--- src/core/nmcc_pkg.sv ---
// Purpose: Shared constants and types of the NFC mode and coding control.
// Assumes: 125 MHz system clock; carrier arrives as a square wave pin.
// Notes:   Coding codes are shared by both modules; rate and framing codes are used by nmcc_ctrl only.
package nmcc_pkg;
  // Operating scheme selected by firmware
  localparam logic [2:0] MODE_CARD_A = 3'h0;
  localparam logic [2:0] MODE_CARD_ALT = 3'h1;
  localparam logic [2:0] MODE_PEER_ACT = 3'h2;
  localparam logic [2:0] MODE_PEER_PAS = 3'h3;
  localparam logic [2:0] MODE_READER = 3'h4;
  localparam logic [2:0] MODE_NONE = 3'h7; // Reset: no scheme applied yet
  // Bit rate codes; the last one goes through the external modem
  localparam logic [1:0] RATE_106 = 2'h0;
  localparam logic [1:0] RATE_212 = 2'h1;
  localparam logic [1:0] RATE_424 = 2'h2;
  localparam logic [1:0] RATE_EXT = 2'h3;
  // Bit coding codes
  localparam logic [2:0] COD_NRZ = 3'h0;
  localparam logic [2:0] COD_MILLER = 3'h1;
  localparam logic [2:0] COD_MOD_MILLER = 3'h2;
  localparam logic [2:0] COD_MANCH = 3'h3;
  localparam logic [2:0] COD_BPSK = 3'h4;
  // Framing kinds handed to the framer
  localparam logic [1:0] FRM_PARITY_CRC = 2'h0;
  localparam logic [1:0] FRM_PREAMBLE_CRC = 2'h1;
  // Half bit periods in carrier cycles (full bit 128, 64, 32, 8)
  localparam logic [7:0] HALF_106 = 8'h40;
  localparam logic [7:0] HALF_212 = 8'h20;
  localparam logic [7:0] HALF_424 = 8'h10;
  localparam logic [7:0] HALF_EXT = 8'h04;
  // Subcarrier is carrier/16, so it toggles every 8 carrier cycles
  localparam logic [2:0] SUB_HALF_LAST = 3'h7;
  // Timing
  localparam int CLK_PERIOD_NS = 8;
  localparam int FIELD_CHECK_US = 1000;
  localparam int FIELD_CHECK_CYCLES =
    (FIELD_CHECK_US * 1000 + CLK_PERIOD_NS - 1) / CLK_PERIOD_NS;
  // Role sequencer states
  typedef enum logic [1:0] {
    ST_TARGET,
    ST_FIELD_CHECK,
    ST_INITIATOR
  } nmcc_state_type;
endpackage

--- src/core/nmcc_coder.sv ---
// Purpose: Serial symbol coder clocked by synchronised carrier edges.
// Assumes: Code and half period stay stable while a transfer runs.
// Notes:   Miller variants are coded at half-bit resolution.
`timescale 1ns/1ns
`default_nettype none
module nmcc_coder (
  // Clock and reset
  input wire logic clk_in,
  input wire logic rst_b_in,
  // Carrier pin, asynchronous
  input wire logic carrier_in,
  // Coding setup
  input wire logic [2:0] code_in,
  input wire logic [7:0] half_in,
  input wire logic sub_en_in,
  input wire logic ext_in,
  // Bit stream
  input wire logic bit_in,
  input wire logic valid_in,
  output logic ready_out,
  // Coded line levels
  output logic int_level_out,
  output logic ext_level_out
);
  typedef struct packed {
    logic [2:0] car;   // Carrier synchroniser
    logic car_lvl;     // Agreed carrier level
    logic [7:0] hcnt;  // Carrier cycles within a half bit
    logic half;        // Second half of the bit
    logic bitv;        // Bit being sent
    logic prev;        // Previous bit, for Miller
    logic act;         // Bit in flight
    logic [2:0] scnt;  // Subcarrier divider
    logic sub;         // Subcarrier level
    logic ilvl;        // Internal modem level
    logic elvl;        // External modem level
  } nmcc_cod_type;

  nmcc_cod_type s, next_s;
  logic tick;
  logic bit_end;

  // Level for one half bit of the selected coding
  function automatic logic sym(input logic [2:0] c, input logic b,
                               input logic p, input logic h,
                               input logic sb, input logic se);
    logic v;
    v = b;
    case (c)
      nmcc_pkg::COD_MILLER, nmcc_pkg::COD_MOD_MILLER: begin
        // Zero after zero pauses early, one pauses late
        v = b ? !h : (p ? 1'b1 : h);
      end
      nmcc_pkg::COD_MANCH: begin
        v = (h ? !b : b) & (se ? sb : 1'b1);
      end
      nmcc_pkg::COD_BPSK: begin
        v = sb ^ b;
      end
      default: begin
        v = b;
      end
    endcase
    return v;
  endfunction

  ////////////////////////////////////////////////////////////////////////
  // Handshake: a new bit may follow the last one back to back
  assign tick = s.car[1] & s.car[2] & !s.car_lvl;
  assign bit_end = tick & s.act & s.half & (s.hcnt == half_in - 8'h01);
  assign ready_out = !s.act | bit_end;
  assign int_level_out = s.ilvl;
  assign ext_level_out = s.elvl;

  ////////////////////////////////////////////////////////////////////////
  // Next state
  always_comb begin
    logic lv;
    lv = 1'b0;
    next_s = s;
    // Three flops; a change counts once the last two agree
    next_s.car = {s.car[1:0], carrier_in};
    if (s.car[1] == s.car[2]) begin
      next_s.car_lvl = s.car[2];
    end
    if (tick) begin
      // Subcarrier runs continuously so BPSK phase stays coherent
      next_s.scnt = s.scnt + 3'h1;
      if (s.scnt == nmcc_pkg::SUB_HALF_LAST) begin
        next_s.sub = !s.sub;
      end
      if (s.act) begin
        next_s.hcnt = s.hcnt + 8'h01;
        if (s.hcnt == half_in - 8'h01) begin
          next_s.hcnt = 8'h00;
          next_s.half = !s.half;
          if (s.half) begin
            next_s.act = 1'b0;
            next_s.prev = s.bitv;
          end
        end
      end
    end
    if (valid_in && ready_out) begin
      next_s.act = 1'b1;
      next_s.bitv = bit_in;
      next_s.half = 1'b0;
      next_s.hcnt = 8'h00;
    end
    // Idle line: carrier unmodulated for Miller, no load otherwise
    if (next_s.act) begin
      lv = sym(code_in, next_s.bitv, next_s.prev, next_s.half,
               next_s.sub, sub_en_in);
    end else begin
      lv = (code_in == nmcc_pkg::COD_MILLER) ||
           (code_in == nmcc_pkg::COD_MOD_MILLER);
    end
    next_s.ilvl = ext_in ? 1'b0 : lv;
    next_s.elvl = ext_in ? lv : 1'b0;
  end

  ////////////////////////////////////////////////////////////////////////
  // State register
  always_ff @(posedge clk_in or negedge rst_b_in) begin
    if (!rst_b_in) begin
      s <= '0;
    end else begin
      s <= next_s;
    end
  end
endmodule
`default_nettype wire

--- src/core/nmcc_ctrl.sv ---
// Purpose: Role sequencing and coding selection for the contactless unit.
// Assumes: Field detect and carrier are asynchronous pins.
// Notes:   Framer reports transaction end on TXN_DONE_IN.
//
// Contract
// - Start up as target, own field off
// - Field level detector on in target role
// - Initiator role only on explicit request
// - Carrier on after quiet field interval
// - Initialise for selected mode once carrier on
// - Transactions never overlap or interrupt
// - Rate held constant during a transfer
// - Type A card: Miller in, Manchester/BPSK out
// - Alternate card: 212/424 Manchester, no subcarrier
// - Framing and error check per protocol
// - Internal modem serves modes up to 424
// - External modem pins for rates to 3.39M; the one external rate here has 8 carrier cycles per bit
// - Active peer: Miller 106, Manchester above
`timescale 1ns/1ns
`default_nettype none
module nmcc_ctrl #(
  parameter int FIELD_CHECK_CYCLES = nmcc_pkg::FIELD_CHECK_CYCLES
) (
  // Clock and reset
  input wire logic SYS_CLK_IN,
  input wire logic RST_B_IN,
  // Firmware selection
  input wire logic INITIATOR_REQ_IN,
  input wire logic [2:0] MODE_SEL_IN,
  input wire logic [1:0] RATE_SEL_IN,
  output logic SEL_ERR_OUT,
  // Transaction control
  input wire logic TXN_START_IN,
  input wire logic TXN_DONE_IN,
  output logic TXN_BUSY_OUT,
  output logic INIT_START_OUT,
  // RF front end
  input wire logic FIELD_DET_IN,
  input wire logic CARRIER_IN,
  output logic RF_FIELD_ON_OUT,
  output logic LEVEL_DET_EN_OUT,
  output logic INITIATOR_OUT,
  // Active coding setup
  output logic [2:0] TX_CODING_OUT,
  output logic [2:0] RX_CODING_OUT,
  output logic SUBCARRIER_OUT,
  output logic [7:0] HALF_BIT_OUT,
  output logic [1:0] FRAME_KIND_OUT,
  output logic EXT_MODEM_SEL_OUT,
  // Transmit bit stream
  input wire logic TX_BIT_IN,
  input wire logic TX_VALID_IN,
  output logic TX_READY_OUT,
  output logic TX_LEVEL_OUT,
  output logic EXT_MODEM_TX_OUTPUT_OUT
);
  localparam int CW = $clog2(FIELD_CHECK_CYCLES + 1);

  // Refuse a quiet interval that the counter cannot serve
  if (FIELD_CHECK_CYCLES < 1) begin : g_chk
    $error("FIELD_CHECK_CYCLES must be at least 1");
  end

  typedef struct packed {
    nmcc_pkg::nmcc_state_type st; // Role sequencer
    logic [CW-1:0] cnt;           // Quiet field cycles seen
    logic [2:0] fd;               // Field detect synchroniser
    logic fd_lvl;                 // Agreed field level
    logic busy;                   // Transaction in progress
    logic init;                   // Initialisation pulse
    logic err;                    // Last selection refused
    logic [2:0] mode;             // Applied scheme
    logic [1:0] rate;             // Applied rate
    logic [2:0] txc;              // Transmit coding
    logic [2:0] rxc;              // Receive coding
    logic sub;                    // Subcarrier on answer
    logic [7:0] half;             // Half bit in carrier cycles
    logic [1:0] frm;              // Framing kind
  } nmcc_ctrl_type;

  nmcc_ctrl_type s, next_s;

  // Combination of scheme and rate that the coder can serve
  function automatic logic sel_ok(input logic [2:0] m, input logic [1:0] r);
    logic ok;
    ok = (m <= nmcc_pkg::MODE_READER);
    if (m == nmcc_pkg::MODE_CARD_ALT && r != nmcc_pkg::RATE_212 &&
        r != nmcc_pkg::RATE_424) begin
      ok = 1'b0;
    end
    return ok;
  endfunction

  // Coding word {tx, rx, subcarrier} for scheme, rate and role
  function automatic logic [6:0] codes(input logic [2:0] m,
                                       input logic [1:0] r,
                                       input logic ini);
    logic [6:0] c;
    logic low;
    low = (r == nmcc_pkg::RATE_106);
    c = {nmcc_pkg::COD_MANCH, nmcc_pkg::COD_MOD_MILLER, low};
    case (m)
      nmcc_pkg::MODE_CARD_A: begin
        // Answer on carrier/16 subcarrier at every rate
        c = {low ? nmcc_pkg::COD_MANCH : nmcc_pkg::COD_BPSK,
             nmcc_pkg::COD_MOD_MILLER, 1'b1};
      end
      nmcc_pkg::MODE_CARD_ALT: begin
        c = {nmcc_pkg::COD_MANCH, nmcc_pkg::COD_MANCH, 1'b0};
      end
      nmcc_pkg::MODE_PEER_ACT: begin
        c = low ? {nmcc_pkg::COD_MILLER, nmcc_pkg::COD_MILLER, 1'b0}
                : {nmcc_pkg::COD_MANCH, nmcc_pkg::COD_MANCH, 1'b0};
      end
      nmcc_pkg::MODE_PEER_PAS, nmcc_pkg::MODE_READER: begin
        // Poller sends Miller, listener answers Manchester
        if (ini || m == nmcc_pkg::MODE_READER) begin
          c = {nmcc_pkg::COD_MOD_MILLER, nmcc_pkg::COD_MANCH, 1'b0};
        end else begin
          c = {nmcc_pkg::COD_MANCH, nmcc_pkg::COD_MOD_MILLER, low};
        end
      end
      default: begin
        c = {nmcc_pkg::COD_NRZ, nmcc_pkg::COD_NRZ, 1'b0};
      end
    endcase
    return c;
  endfunction

  // Half bit length for a rate code
  function automatic logic [7:0] half_of(input logic [1:0] r);
    logic [7:0] h;
    case (r)
      nmcc_pkg::RATE_106: h = nmcc_pkg::HALF_106;
      nmcc_pkg::RATE_212: h = nmcc_pkg::HALF_212;
      nmcc_pkg::RATE_424: h = nmcc_pkg::HALF_424;
      default: h = nmcc_pkg::HALF_EXT;
    endcase
    return h;
  endfunction

  ////////////////////////////////////////////////////////////////////////
  // Outputs straight from state flops
  assign RF_FIELD_ON_OUT = (s.st == nmcc_pkg::ST_INITIATOR);
  assign INITIATOR_OUT = (s.st == nmcc_pkg::ST_INITIATOR);
  // Own carrier would trip the detector, so it is off in initiator role
  assign LEVEL_DET_EN_OUT = (s.st != nmcc_pkg::ST_INITIATOR);
  assign TXN_BUSY_OUT = s.busy;
  assign INIT_START_OUT = s.init;
  assign SEL_ERR_OUT = s.err;
  assign TX_CODING_OUT = s.txc;
  assign RX_CODING_OUT = s.rxc;
  assign SUBCARRIER_OUT = s.sub;
  assign HALF_BIT_OUT = s.half;
  assign FRAME_KIND_OUT = s.frm;
  // Internal modem covers up to 424; faster rates leave by the pins
  assign EXT_MODEM_SEL_OUT = (s.rate == nmcc_pkg::RATE_EXT);

  ////////////////////////////////////////////////////////////////////////
  // Next state
  always_comb begin
    logic ini;
    logic [6:0] c;
    ini = 1'b0;
    c = '0;
    next_s = s;
    next_s.init = 1'b0;
    next_s.fd = {s.fd[1:0], FIELD_DET_IN};
    if (s.fd[1] == s.fd[2]) begin
      next_s.fd_lvl = s.fd[2];
    end
    // Framer marks the end of the whole transaction
    if (TXN_DONE_IN) begin
      next_s.busy = 1'b0;
    end
    case (s.st)
      nmcc_pkg::ST_TARGET: begin
        if (INITIATOR_REQ_IN && !s.busy) begin
          next_s.st = nmcc_pkg::ST_FIELD_CHECK;
          next_s.cnt = '0;
        end else if (TXN_START_IN && !s.busy) begin
          next_s.busy = 1'b1;
        end
      end
      nmcc_pkg::ST_FIELD_CHECK: begin
        if (!INITIATOR_REQ_IN) begin
          next_s.st = nmcc_pkg::ST_TARGET;
        end else if (s.fd_lvl) begin
          // Someone else's field: restart the quiet interval
          next_s.cnt = '0;
        end else if (s.cnt == CW'(FIELD_CHECK_CYCLES - 1)) begin
          next_s.st = nmcc_pkg::ST_INITIATOR;
          next_s.init = 1'b1;
          next_s.busy = 1'b1;
        end else begin
          next_s.cnt = s.cnt + CW'(1);
        end
      end
      nmcc_pkg::ST_INITIATOR: begin
        if (!INITIATOR_REQ_IN && !s.busy) begin
          next_s.st = nmcc_pkg::ST_TARGET;
        end else if (TXN_START_IN && !s.busy) begin
          next_s.busy = 1'b1;
        end
      end
      default: begin
        next_s.st = nmcc_pkg::ST_TARGET;
      end
    endcase
    // Apply selection only while idle; it then holds through the transfer
    if (!s.busy) begin
      if (sel_ok(MODE_SEL_IN, RATE_SEL_IN)) begin
        ini = (next_s.st == nmcc_pkg::ST_INITIATOR);
        c = codes(MODE_SEL_IN, RATE_SEL_IN, ini);
        next_s.err = 1'b0;
        next_s.mode = MODE_SEL_IN;
        next_s.rate = RATE_SEL_IN;
        next_s.txc = c[6:4];
        next_s.rxc = c[3:1];
        next_s.sub = c[0];
        next_s.half = half_of(RATE_SEL_IN);
        // Byte parity only on the 106 kbit/s Miller family
        next_s.frm = (RATE_SEL_IN == nmcc_pkg::RATE_106)
                     ? nmcc_pkg::FRM_PARITY_CRC
                     : nmcc_pkg::FRM_PREAMBLE_CRC;
      end else begin
        next_s.err = 1'b1;
      end
    end
  end

  ////////////////////////////////////////////////////////////////////////
  // State register; reset lands in target role, field off
  always_ff @(posedge SYS_CLK_IN or negedge RST_B_IN) begin
    if (!RST_B_IN) begin
      s <= '0;
      s.mode <= nmcc_pkg::MODE_NONE; // NRZ reset codes belong to no scheme
    end else begin
      s <= next_s;
    end
  end

  ////////////////////////////////////////////////////////////////////////
  // Symbol coder
  nmcc_coder u_coder (
    .clk_in(SYS_CLK_IN),
    .rst_b_in(RST_B_IN),
    .carrier_in(CARRIER_IN),
    .code_in(s.txc),
    .half_in(s.half),
    .sub_en_in(s.sub),
    .ext_in(EXT_MODEM_SEL_OUT),
    .bit_in(TX_BIT_IN),
    .valid_in(TX_VALID_IN),
    .ready_out(TX_READY_OUT),
    .int_level_out(TX_LEVEL_OUT),
    .ext_level_out(EXT_MODEM_TX_OUTPUT_OUT)
  );
endmodule
`default_nettype wire

--- config.mk ---
export PLATFORM = sky130hd
export DESIGN_NAME = nmcc_ctrl
export DESIGN_NICKNAME = d
export VERILOG_FILES = /design/src/core/nmcc_pkg.sv /design/src/core/nmcc_coder.sv /design/src/core/nmcc_ctrl.sv
export SDC_FILE = /design/constraint.sdc
export NUM_CORES = 1
export LEC_CHECK = 0
export BUFFER_PORTS_ARGS = -buffer_cell sky130_fd_sc_hd__buf_2
export CAP_MARGIN = 20
export CORE_MARGIN = 1
export CORE_UTILIZATION = 52
export DETAILED_ROUTE_END_ITERATION = 8
export PLACE_DENSITY = 0.74
export SYNTH_ARGS = -nofsm -noshare
export SYNTH_HDL_FRONTEND = slang
export SYNTH_SLANG_ARGS = --single-unit
--- constraint.sdc ---
create_clock -name SYS_CLK_IN -period 2.7 [get_ports SYS_CLK_IN]
set_clock_uncertainty 0.2 [all_clocks]
set_input_delay 0.54 -clock SYS_CLK_IN [delete_from_list [all_inputs] [get_ports SYS_CLK_IN]]
set_output_delay 0.54 -clock SYS_CLK_IN [all_outputs]
set_load 0.1 [all_outputs]
==> impl_metrics.yaml, run 1 <==
clocking:
  clkSlewWorstSetupHoldPaths_ns: 0.07
  numCtsBuffers: 9
  clockRootBuffer: "clkbuf_8"
  cts_tree: "built"
  clock_path_buffers: 2
  insertion_delay_ns: 0.34
  cts_hold_buf: 0
  h-tree-depth: 3
  cts_sinks: 61
cells_and_area:
  drive_gt1_share_pct: 25.2
  fin_cells: 476
  final_nets: 420
  area_growth_pct: 15.8
  n_antenna_cell: 0
setup_path:
  rrSetupSlack_ns: -0.11
  r2r_end: "u_coder.int_level_out"
  crit_path_end_kind: "primary output"
  critPathKind: "register to primary output"
  r2r-start: "HALF_BIT_OUT[5]"
  critPathRequiredTime_ns: 1.96
  worst-path-max-fanout: 3
  ff2ff_path_depth: 11
  cp-start-kind: "register"
  critPathArrivalTime_ns: 2.19
logic_synthesis:
  synth_warnings: 0
  synth_seq_cells: 61
  yosysSeqAreaShare_pct: 45.8
  synth_common_cells: "61 x dfrtp_1, 38 x nand2_1, 35 x o21ai_0"
  synth-adder-area-share_pct: 2.93
  yosys.area.top_type_share_pct: 45.8
  synthArstFlopShare_pct: 100
  synthMuxAreaShare_pct: 1.99
  synth_xor_area_share_pct: 3.04
  syn_area_per_cell_um2: 9.44
  netlist_instances: 353
  synth_compound_area_share_pct: 19.0
  synthesis.area_mm2: 0.00333
  synth-edff-count: 0
  ys.flop_type: "dfrtp_1"
  synth_top_family_by_area: "simple AND/OR/NAND/NOR gates"
  yosys.cell_types.count: 63
  synth_area_leader_cell: "dfrtp_1"
  yosys.area_share.simple_pct: 20.4
  synthMostInstantiatedCell: "dfrtp_1"
  synthTopCellsByArea: "dfrtp_1 46%, o21ai_0 5.3%, nand2_1 4.3%"
die:
  io_pins: 41
  die_x_um: 82.0
  die_h_um: 82.0
  initial_core_util_pct: 55.0
  coreArea_mm2: 0.00606
  die_area_mm2: 0.00673
  row_count: 28
routing:
  first_iter_violations: 89
  wl_per_cell_um: 15.0
  vias: 2697
  ant_nets: 0
  firstDrtPassIters: 4
  drc: 0
  vias_per_cell: 5.67
  totalWireLength_mm: 7.16
sta:
  fin_crit_sh_pct: 108
  hold_ws_ns: -0.00622
  worst_pin_slew_ns: 0.595
  fin_ws_ns: -0.226
  rsz0062_at_grt: "yes"
  max_freq_mhz: 342
  hold_viol_final: 19
  drv_slew: 0
  setup_viol: 3
  fin_crit_ns: 2.93
  setup_tns_ns: -0.369
  maxSlewHeadroom_pct: 60.2
power_and_ir_drop:
  ir_worst_vdd_uv: 477
  power_density_mw_per_mm2: 693
  p_leak_uw: 0.00179
global_route:
  grt_pass1_wl_mm: 11.7
  grt.total_usage_pct: 23.2
  grt_pass1_vias: 2529
  grt_start_max_net_pins: 26
  globalRouteOverflowTotal: 0
  antenna_found_initial: 0
run_status:
  violations: "negative hold slack, negative setup slack"
  status: "finished, violations left"
job:
  cap_violations: 0
placed_design:
  dp.cells: 459
  preCtsSetupSlack_ns: -0.00667
  io_buffer_count: 34
  place_congestion: 0.886
  hpwl_mm: 5.03
min_path:
  hold_class: "input pin to async pin"
registers in the layout (all words and copies together), names as in the netlist:
register and count:
s 23, u_coder.s 18, HALF_BIT_OUT 4, TX_CODING_OUT 3, RX_CODING_OUT 2, next_s 2
u_coder.next_s 2, FRAME_KIND_OUT 1, INIT_START_OUT 1, SEL_ERR_OUT 1, SUBCARRIER_OUT 1, TXN_BUSY_OUT 1
u_coder.ext_level_out 1, u_coder.int_level_out 1
logic make-up after synthesis:
family	count (synthesis)
other	1
AOI/OAI and AO/OA	90
and+or+nand+nor	134
DFF	61
muxes	6
adders and majority gates	8
xor gates and xnor gates	10
buffers and inverters	43
worst max-delay path, stage by stage, from the launching register on:
cell and delay, ns:
dfrtp_1 0.39, buf_4 0.15, xnor3_1 0.38, o2111ai_2 0.14, buf_4 0.17, o41ai_4 0.26
buf_4 0.19, buf_12 0.16
cell type report:
class | count | area [µm²]
inverter | 15 | 56.3
clock buffer | 10 | 138
fill | 507 | 2200
multi-input combinational | 254 | 1660
tap | 75 | 93.8
clock inverter | 3 | 15.0
timing repair buffer | 58 | 365
sequential | 61 | 1530
worst max path at each step:
stage                          from               endpoint  slack (ns)  depth (start not counted)
floorplan           HALF_BIT_OUT[2]  u_coder.int_level_out       -0.60                          9
global placement    HALF_BIT_OUT[2]  u_coder.int_level_out        0.07                          9
detailed placement  HALF_BIT_OUT[2]  u_coder.int_level_out      -0.007                          9
CTS                 HALF_BIT_OUT[5]           TX_READY_OUT       -0.20                          7
global route        HALF_BIT_OUT[4]           TX_READY_OUT       -0.33                          8
finish              HALF_BIT_OUT[5]           TX_READY_OUT       -0.23                          7
per-layer routing:
metal / track usage (%) / vias up / wire (µm)
met1: 30.7 / 1310 / 3360
met2: 36.4 / 57 / 3400
met5: 0 / - / 0
met3: 5.78 / 9 / 304
met4: 9.47 / 0 / 99
li1: - / 1321 / -
power breakdown:
part	internal [µW]	leakage, µW	switching [µW]
Combinational	260	0.000926	615
Clock	337	0.0000836	335
Sequential	1030	0.000782	97.0
Total	1620	0.00179	1050
per-stage QoR:
step           hold slack, ns  total power, µW  cell area, µm²  util [%]
5_1_grt                0.0467             2800            3860      63.6
4_1_cts                0.0102             2680            3840      63.3
3_5_place_dp            0.147             1980            3610      59.6
2_1_floorplan          0.0444             1810            3350         -
3_3_place_gp            0.134             1950            3610      59.6
6_report             -0.00622             2670            3860      63.6
cells in the final DEF, fill, tap and decap left out, types with 7 or more instances in the layout:
cell type	count
dfrtp_1	61
nand2_1	38
o21ai_0	34
buf_2	33
nor2_1	30
buf_4	24
inv_1	15
a21oi_1	11
nand3_1	10
clkbuf_8	10
nand4_1	8
nor3_1	7
a31oi_1	7
ha_1	7
timing repair:
| action | 4_1_cts | 5_1_grt |
|---|---|---|
| gates resized for setup | 7 | 5 |
| gates cloned | 0 | 0 |
| setup buffers | 4 | 0 |
| hold endpoints to repair | 0 | 0 |
| endpoints found under the setup margin | 2 | 3 |
| pin swaps | 5 | 2 |
(Power assumes the default switching activity.)
==> run 2, diff against run 1 <==
HOLD_SLACK_MARGIN = 0.03   (was default)
REMOVE_ABC_BUFFERS = 1   (was default)
==> run 2 against run 1 <==
  * Critical path depth is 1 higher
  * The run ends with negative setup slack left
  * Clock power increased by 10%
  * Critical endpoint unchanged
  * Combinational power is essentially flat
  * Final area up 2.1%
  * Sequential share of layout area down 0.82 points
  * Utilization grew 1.3 points
  * Hold slack improved by 0.056 ns
  * Via count increased by 0.56%
==> impl_metrics.yaml, run 2 (synthesis gave the netlist of run 1 again) <==
cells_and_area:
  n_antenna_cell: 0
  layout_commonest_cell: "dfrtp_1"
  multi_input_area_mm2: 0.00169
  mostFrequentLayoutCells: "61 x dfrtp_1, 38 x nand2_1, 34 x o21ai_0"
  register_area_mm2: 0.00153
  largest-register: "s"
  final_nets: 422
  area_growth_pct: 18.2
  drive_gt1_share_pct: 26.7
  fin_util_pct: 65.0
  largest_reg_flops: 23
  fillCellCount: 484
run_status:
  status: "finished, violations left"
  violations: "negative setup slack"
sta:
  maxSlewHeadroom_pct: 52.9
  max_freq_mhz: 349
  fin_crit_sh_pct: 106
  fin_crit_ns: 2.87
  fin_ws_ns: -0.167
  hold_viol_final: 0
  setup_viol: 3
  drv_slew: 0
  worst_pin_slew_ns: 0.707
  rsz0062_at_grt: "yes"
power_and_ir_drop:
  pwr-share-seq_pct: 41.3
  internal-power_uw: 1700
  p_switching_uw: 1050
  swShare_pct: 38.3
  p_leak_uw: 0.00181
  pwr-share-clk_pct: 26.9
  power_frac_comb_pct: 31.9
  ir_worst_vdd_uv: 556
  power_density_mw_per_mm2: 700
clocking:
  cts_sinks: 61
  cts_hold_buf: 0
  clkSlewWorstSetupHoldPaths_ns: 0.07
  clockRootBuffer: "clkbuf_8"
  h-tree-depth: 3
  insertion_delay_ns: 0.34
  numCtsBuffers: 9
  cts_tree: "built"
  clock_path_buffers: 2
die:
  io_pins: 41
  die_area_mm2: 0.00673
  coreArea_mm2: 0.00606
  initial_core_util_pct: 55.0
  row_count: 28
  die_h_um: 82.0
  die_x_um: 82.0
routing:
  top_layer: "met4"
  wl_met3_um: 247
  drc: 0
  firstDrtPassIters: 4
  wl_met2_mm: 3.57
  vias: 2712
  vias_per_cell: 5.65
  first_iter_violations: 127
  drt-met1-wl_mm: 3.19
  ant_nets: 0
  totalWireLength_mm: 7.15
  wl_per_cell_um: 14.9
global_route:
  grt_start_max_net_pins: 34
  grt.total_usage_pct: 23.5
  antenna_found_initial: 0
  grt_pass1_wl_mm: 11.7
  grt_pass1_vias: 2618
  globalRouteOverflowTotal: 0
setup_path:
  rrSetupSlack_ns: -0.10
  r2r_end: "u_coder.int_level_out"
  ff2ff_path_depth: 10
  crit_path_end_kind: "primary output"
  critPathArrivalTime_ns: 2.13
  critPathKind: "register to primary output"
  cp-start-kind: "register"
  worst-path-max-fanout: 3
  r2r-start: "HALF_BIT_OUT[4]"
  critPathRequiredTime_ns: 1.96
placed_design:
  io_buffer_count: 34
  place_congestion: 0.811
  preCtsSetupSlack_ns: -0.109
  hpwl_mm: 4.96
job:
  cap_violations: 0
min_path:
  hold_class: "input pin to async pin"
run 2: cell types whose count changed in the layout (fill, tap and decap cells not counted), moves of 2 or more:
cell,previous run,this run
buf_6,0,3
clkbuf_1,0,2
ha_1,7,5
clkinv_2,3,1
clkbuf_8,10,12
run 2: cell type report:
cell class / count / share of cell area (%)
well taps: 75 / 2.38
clock inverters: 1 / 0.127
flip-flops and latches: 61 / 38.8
clock buffers: 14 / 4.38
inverters: 15 / 1.43
repair buffers: 60 / 9.94
multi-input cells: 254 / 43.0
run 2: power groups by stage:
stage                     combinational (µW)  sequential (µW)  clock, µW
after global routing                     952             1150        792
after CTS                                859             1130        760
after floorplan                          368             1390          0
final                                    878             1140        741
after detailed placement                 822             1150          0
after global placement                   802             1140          0
run 2: repair_timing:
action                                  in CTS  in global routing
resized for setup                            8                 13
pin swaps                                    4                  4
endpoints found under the setup margin       3                  5
setup buffers                                6                  1
run 2: how the worst max path moves through the flow:
stage	startpoint	endpoint	slack, ns	depth (start not counted)
floorplan	s[46]	LEVEL_DET_EN_OUT	-2.68	2
global placement	HALF_BIT_OUT[2]	TX_READY_OUT	-0.02	8
detailed placement	HALF_BIT_OUT[2]	u_coder.int_level_out	-0.11	10
CTS	HALF_BIT_OUT[4]	TX_READY_OUT	-0.14	6
global route	HALF_BIT_OUT[2]	TX_READY_OUT	-0.26	8
finish	HALF_BIT_OUT[2]	TX_READY_OUT	-0.17	8
run 2: metrics by stage:
step / setup TNS, ns / instances / power, µW / instance area, µm² / hold WS [ns]
after CTS: -0.165 / 479 / 2750 / 3880 / 0.0611
final: -0.316 / 480 / 2760 / 3940 / 0.0493
after detailed placement: -0.284 / 458 / 1970 / 3600 / 0.140
after global placement: -0.0316 / 458 / 1950 / 3600 / 0.137
after global routing: -0.652 / 480 / 2890 / 3940 / 0.0987
after floorplan: -19.27 / 330 / 1760 / 3180 / 0.0444
run 2: critical path, stage by stage (launching register included):
cell       delay, ns
dfrtp_1         0.42
buf_6           0.14
buf_6           0.11
and3b_2         0.23
o2111ai_2       0.14
buf_4           0.18
o41ai_4         0.22
buf_4           0.18
buf_12          0.16
run 2: routing by layer:
layer | up-vias | GRT usage [%]
li1 | 1327 | -
met1 | 1312 | 28.2
met2 | 58 | 38.8
met3 | 15 | 5.22
met4 | 0 | 13.0
met5 | - | 0
==> run 3, diff against run 2 <==
CORE_UTILIZATION = 62   (was 52)
PLACE_DENSITY = 0.83   (was 0.74)
clock period = 3.3 ns   (was 2.7 ns; I/O delays follow)
==> run 3 against run 2 <==
  * The run now ends clean
  * Combinational power down 26%
  * Sequential power decreased by 18%
  * Power shrank 19%
  * Critical path depth decreased by 2
  * First-iteration DRC count increased by 13%
  * Critical endpoint unchanged
  * Highest routed layer unchanged
==> impl_metrics.yaml, run 3 (synthesis gave the netlist of run 1 again) <==
power_and_ir_drop:
  p_switching_uw: 852
  pwr-share-seq_pct: 41.7
  ir_worst_vdd_uv: 359
  pwr-share-clk_pct: 29.4
  swShare_pct: 38.1
  power_density_mw_per_mm2: 602
  power_frac_comb_pct: 28.9
  p_leak_uw: 0.00171
  internal-power_uw: 1390
routing:
  totalWireLength_mm: 6.67
  vias_per_cell: 5.84
  vias: 2676
  firstDrtPassIters: 5
  drc: 0
  wl_per_cell_um: 14.6
  first_iter_violations: 144
  wl_met3_um: 327
  drt-met1-wl_mm: 2.91
  top_layer: "met4"
  ant_nets: 0
  wl_met2_mm: 3.34
global_route:
  antenna_found_initial: 0
  grt_pass1_vias: 2417
  grt_start_max_net_pins: 36
  grt_pass1_wl_mm: 10.6
  grt.total_usage_pct: 25.7
  globalRouteOverflowTotal: 0
cells_and_area:
  design_area_mm2: 0.00372
  layout_commonest_cell: "dfrtp_1"
  drive_gt1_share_pct: 20.6
  n_antenna_cell: 0
  fin_cells: 458
  fillCellCount: 406
  mostFrequentLayoutCells: "61 x dfrtp_1, 38 x nand2_1, 35 x o21ai_0"
  largest_reg_flops: 23
  largest-register: "s"
  fin_util_pct: 72.3
  area_growth_pct: 11.6
  final_nets: 404
clocking:
  postCtsSetupRepairBufs: 0
  clkSlewWorstSetupHoldPaths_ns: 0.07
  insertion_delay_ns: 0.34
  h-tree-depth: 3
  clockRootBuffer: "clkbuf_8"
  numCtsBuffers: 9
  cts_tree: "built"
  clock_path_buffers: 2
  cts_sinks: 61
min_path:
  hold_class: "register to register"
sta:
  drv_slew: 0
  maxSlewHeadroom_pct: 44.7
  fin_crit_ns: 3.17
  max_freq_mhz: 315
  worst_pin_slew_ns: 0.821
  fin_ws_ns: 0.127
  fin_crit_sh_pct: 96.1
  rsz0062_at_grt: "no"
  setup_viol: 0
  hold_viol_final: 0
job:
  cap_violations: 0
setup_path:
  cp-start-kind: "register"
  critPathArrivalTime_ns: 2.31
  critPathKind: "register to primary output"
  worst-path-max-fanout: 6
  crit_path_end_kind: "primary output"
  critPathRequiredTime_ns: 2.44
die:
  die_area_mm2: 0.00567
  die_x_um: 75.3
  die_h_um: 75.3
  io_pins: 41
  row_count: 26
  initial_core_util_pct: 64.8
  coreArea_mm2: 0.00514
placed_design:
  hpwl_mm: 4.77
  place_congestion: 0.828
  preCtsSetupSlack_ns: 0.458
  io_buffer_count: 34
  place_area_mm2: 0.00351
  dp.cells: 441
run_status:
  status: "finished, final reports clean"
## run 3: cell type report
cell class	count	area [µm²]	share of cell area [%]
Clock buffer	10	138	3.70
Clock inverter	6	62.6	1.68
Inverter	15	56.3	1.51
Multi-Input combinational cell	254	1600	43.0
Sequential cell	61	1530	41.1
Tap cell	70	87.6	2.36
Timing Repair Buffer	42	248	6.66
## run 3: power groups by stage
stage                     combinational (µW)  clock [µW]  sequential (µW)
after floorplan                          301           0             1140
after global placement                   631           0              937
after detailed placement                 647           0              945
after CTS                                652         671              932
after global routing                     697         706              944
final                                    647         657              933
## run 3: stage by stage
step / power (µW) / setup TNS [ns] / hold slack, ns
3_5_place_dp: 1590 / 0 / 0.140
3_3_place_gp: 1570 / 0 / 0.136
4_1_cts: 2260 / 0 / 0.155
6_report: 2240 / 0 / 0.153
2_1_floorplan: 1440 / -10.70 / 0.131
5_1_grt: 2350 / 0 / 0.169
## run 3: critical path: stages (launching register included)
cell and delay (ns):
dfrtp_1 0.42, inv_1 0.06, ha_1 0.20, xnor3_1 0.37, o2111ai_2 0.19, o41ai_4 0.50, buf_12 0.24
## run 3: worst paths after layout
path | from | endpoint | slack [ns] | depth (start not counted)
worst max-delay path | HALF_BIT_OUT[2] | TX_READY_OUT | 0.13 | 6
worst min-delay path | next_s[27] | next_s[28] | 0.15 | 0
worst max register to register | HALF_BIT_OUT[2] | u_coder.int_level_out | 0.40 | 10
worst min register to register | next_s[27] | next_s[28] | 0.15 | 0
max in group asynchronous | RST_B_IN | TX_CODING_OUT[0] | 1.78 | 3
min in group asynchronous | RST_B_IN | u_coder.s[18] | 0.48 | 2
## run 3: repair_timing
item | CTS | global route
gates resized for setup | 0 | 0
endpoints found under the hold margin | 5 | 0
setup endpoints to repair | 0 | 0
hold buffers | 1 | 0
## run 3: per-layer routing
layer / vias up / track usage, %
li1: 1293 / -
met5: - / 0
met4: 0 / 9.67
met3: 11 / 8.86
met2: 68 / 43.1
met1: 1304 / 30.7
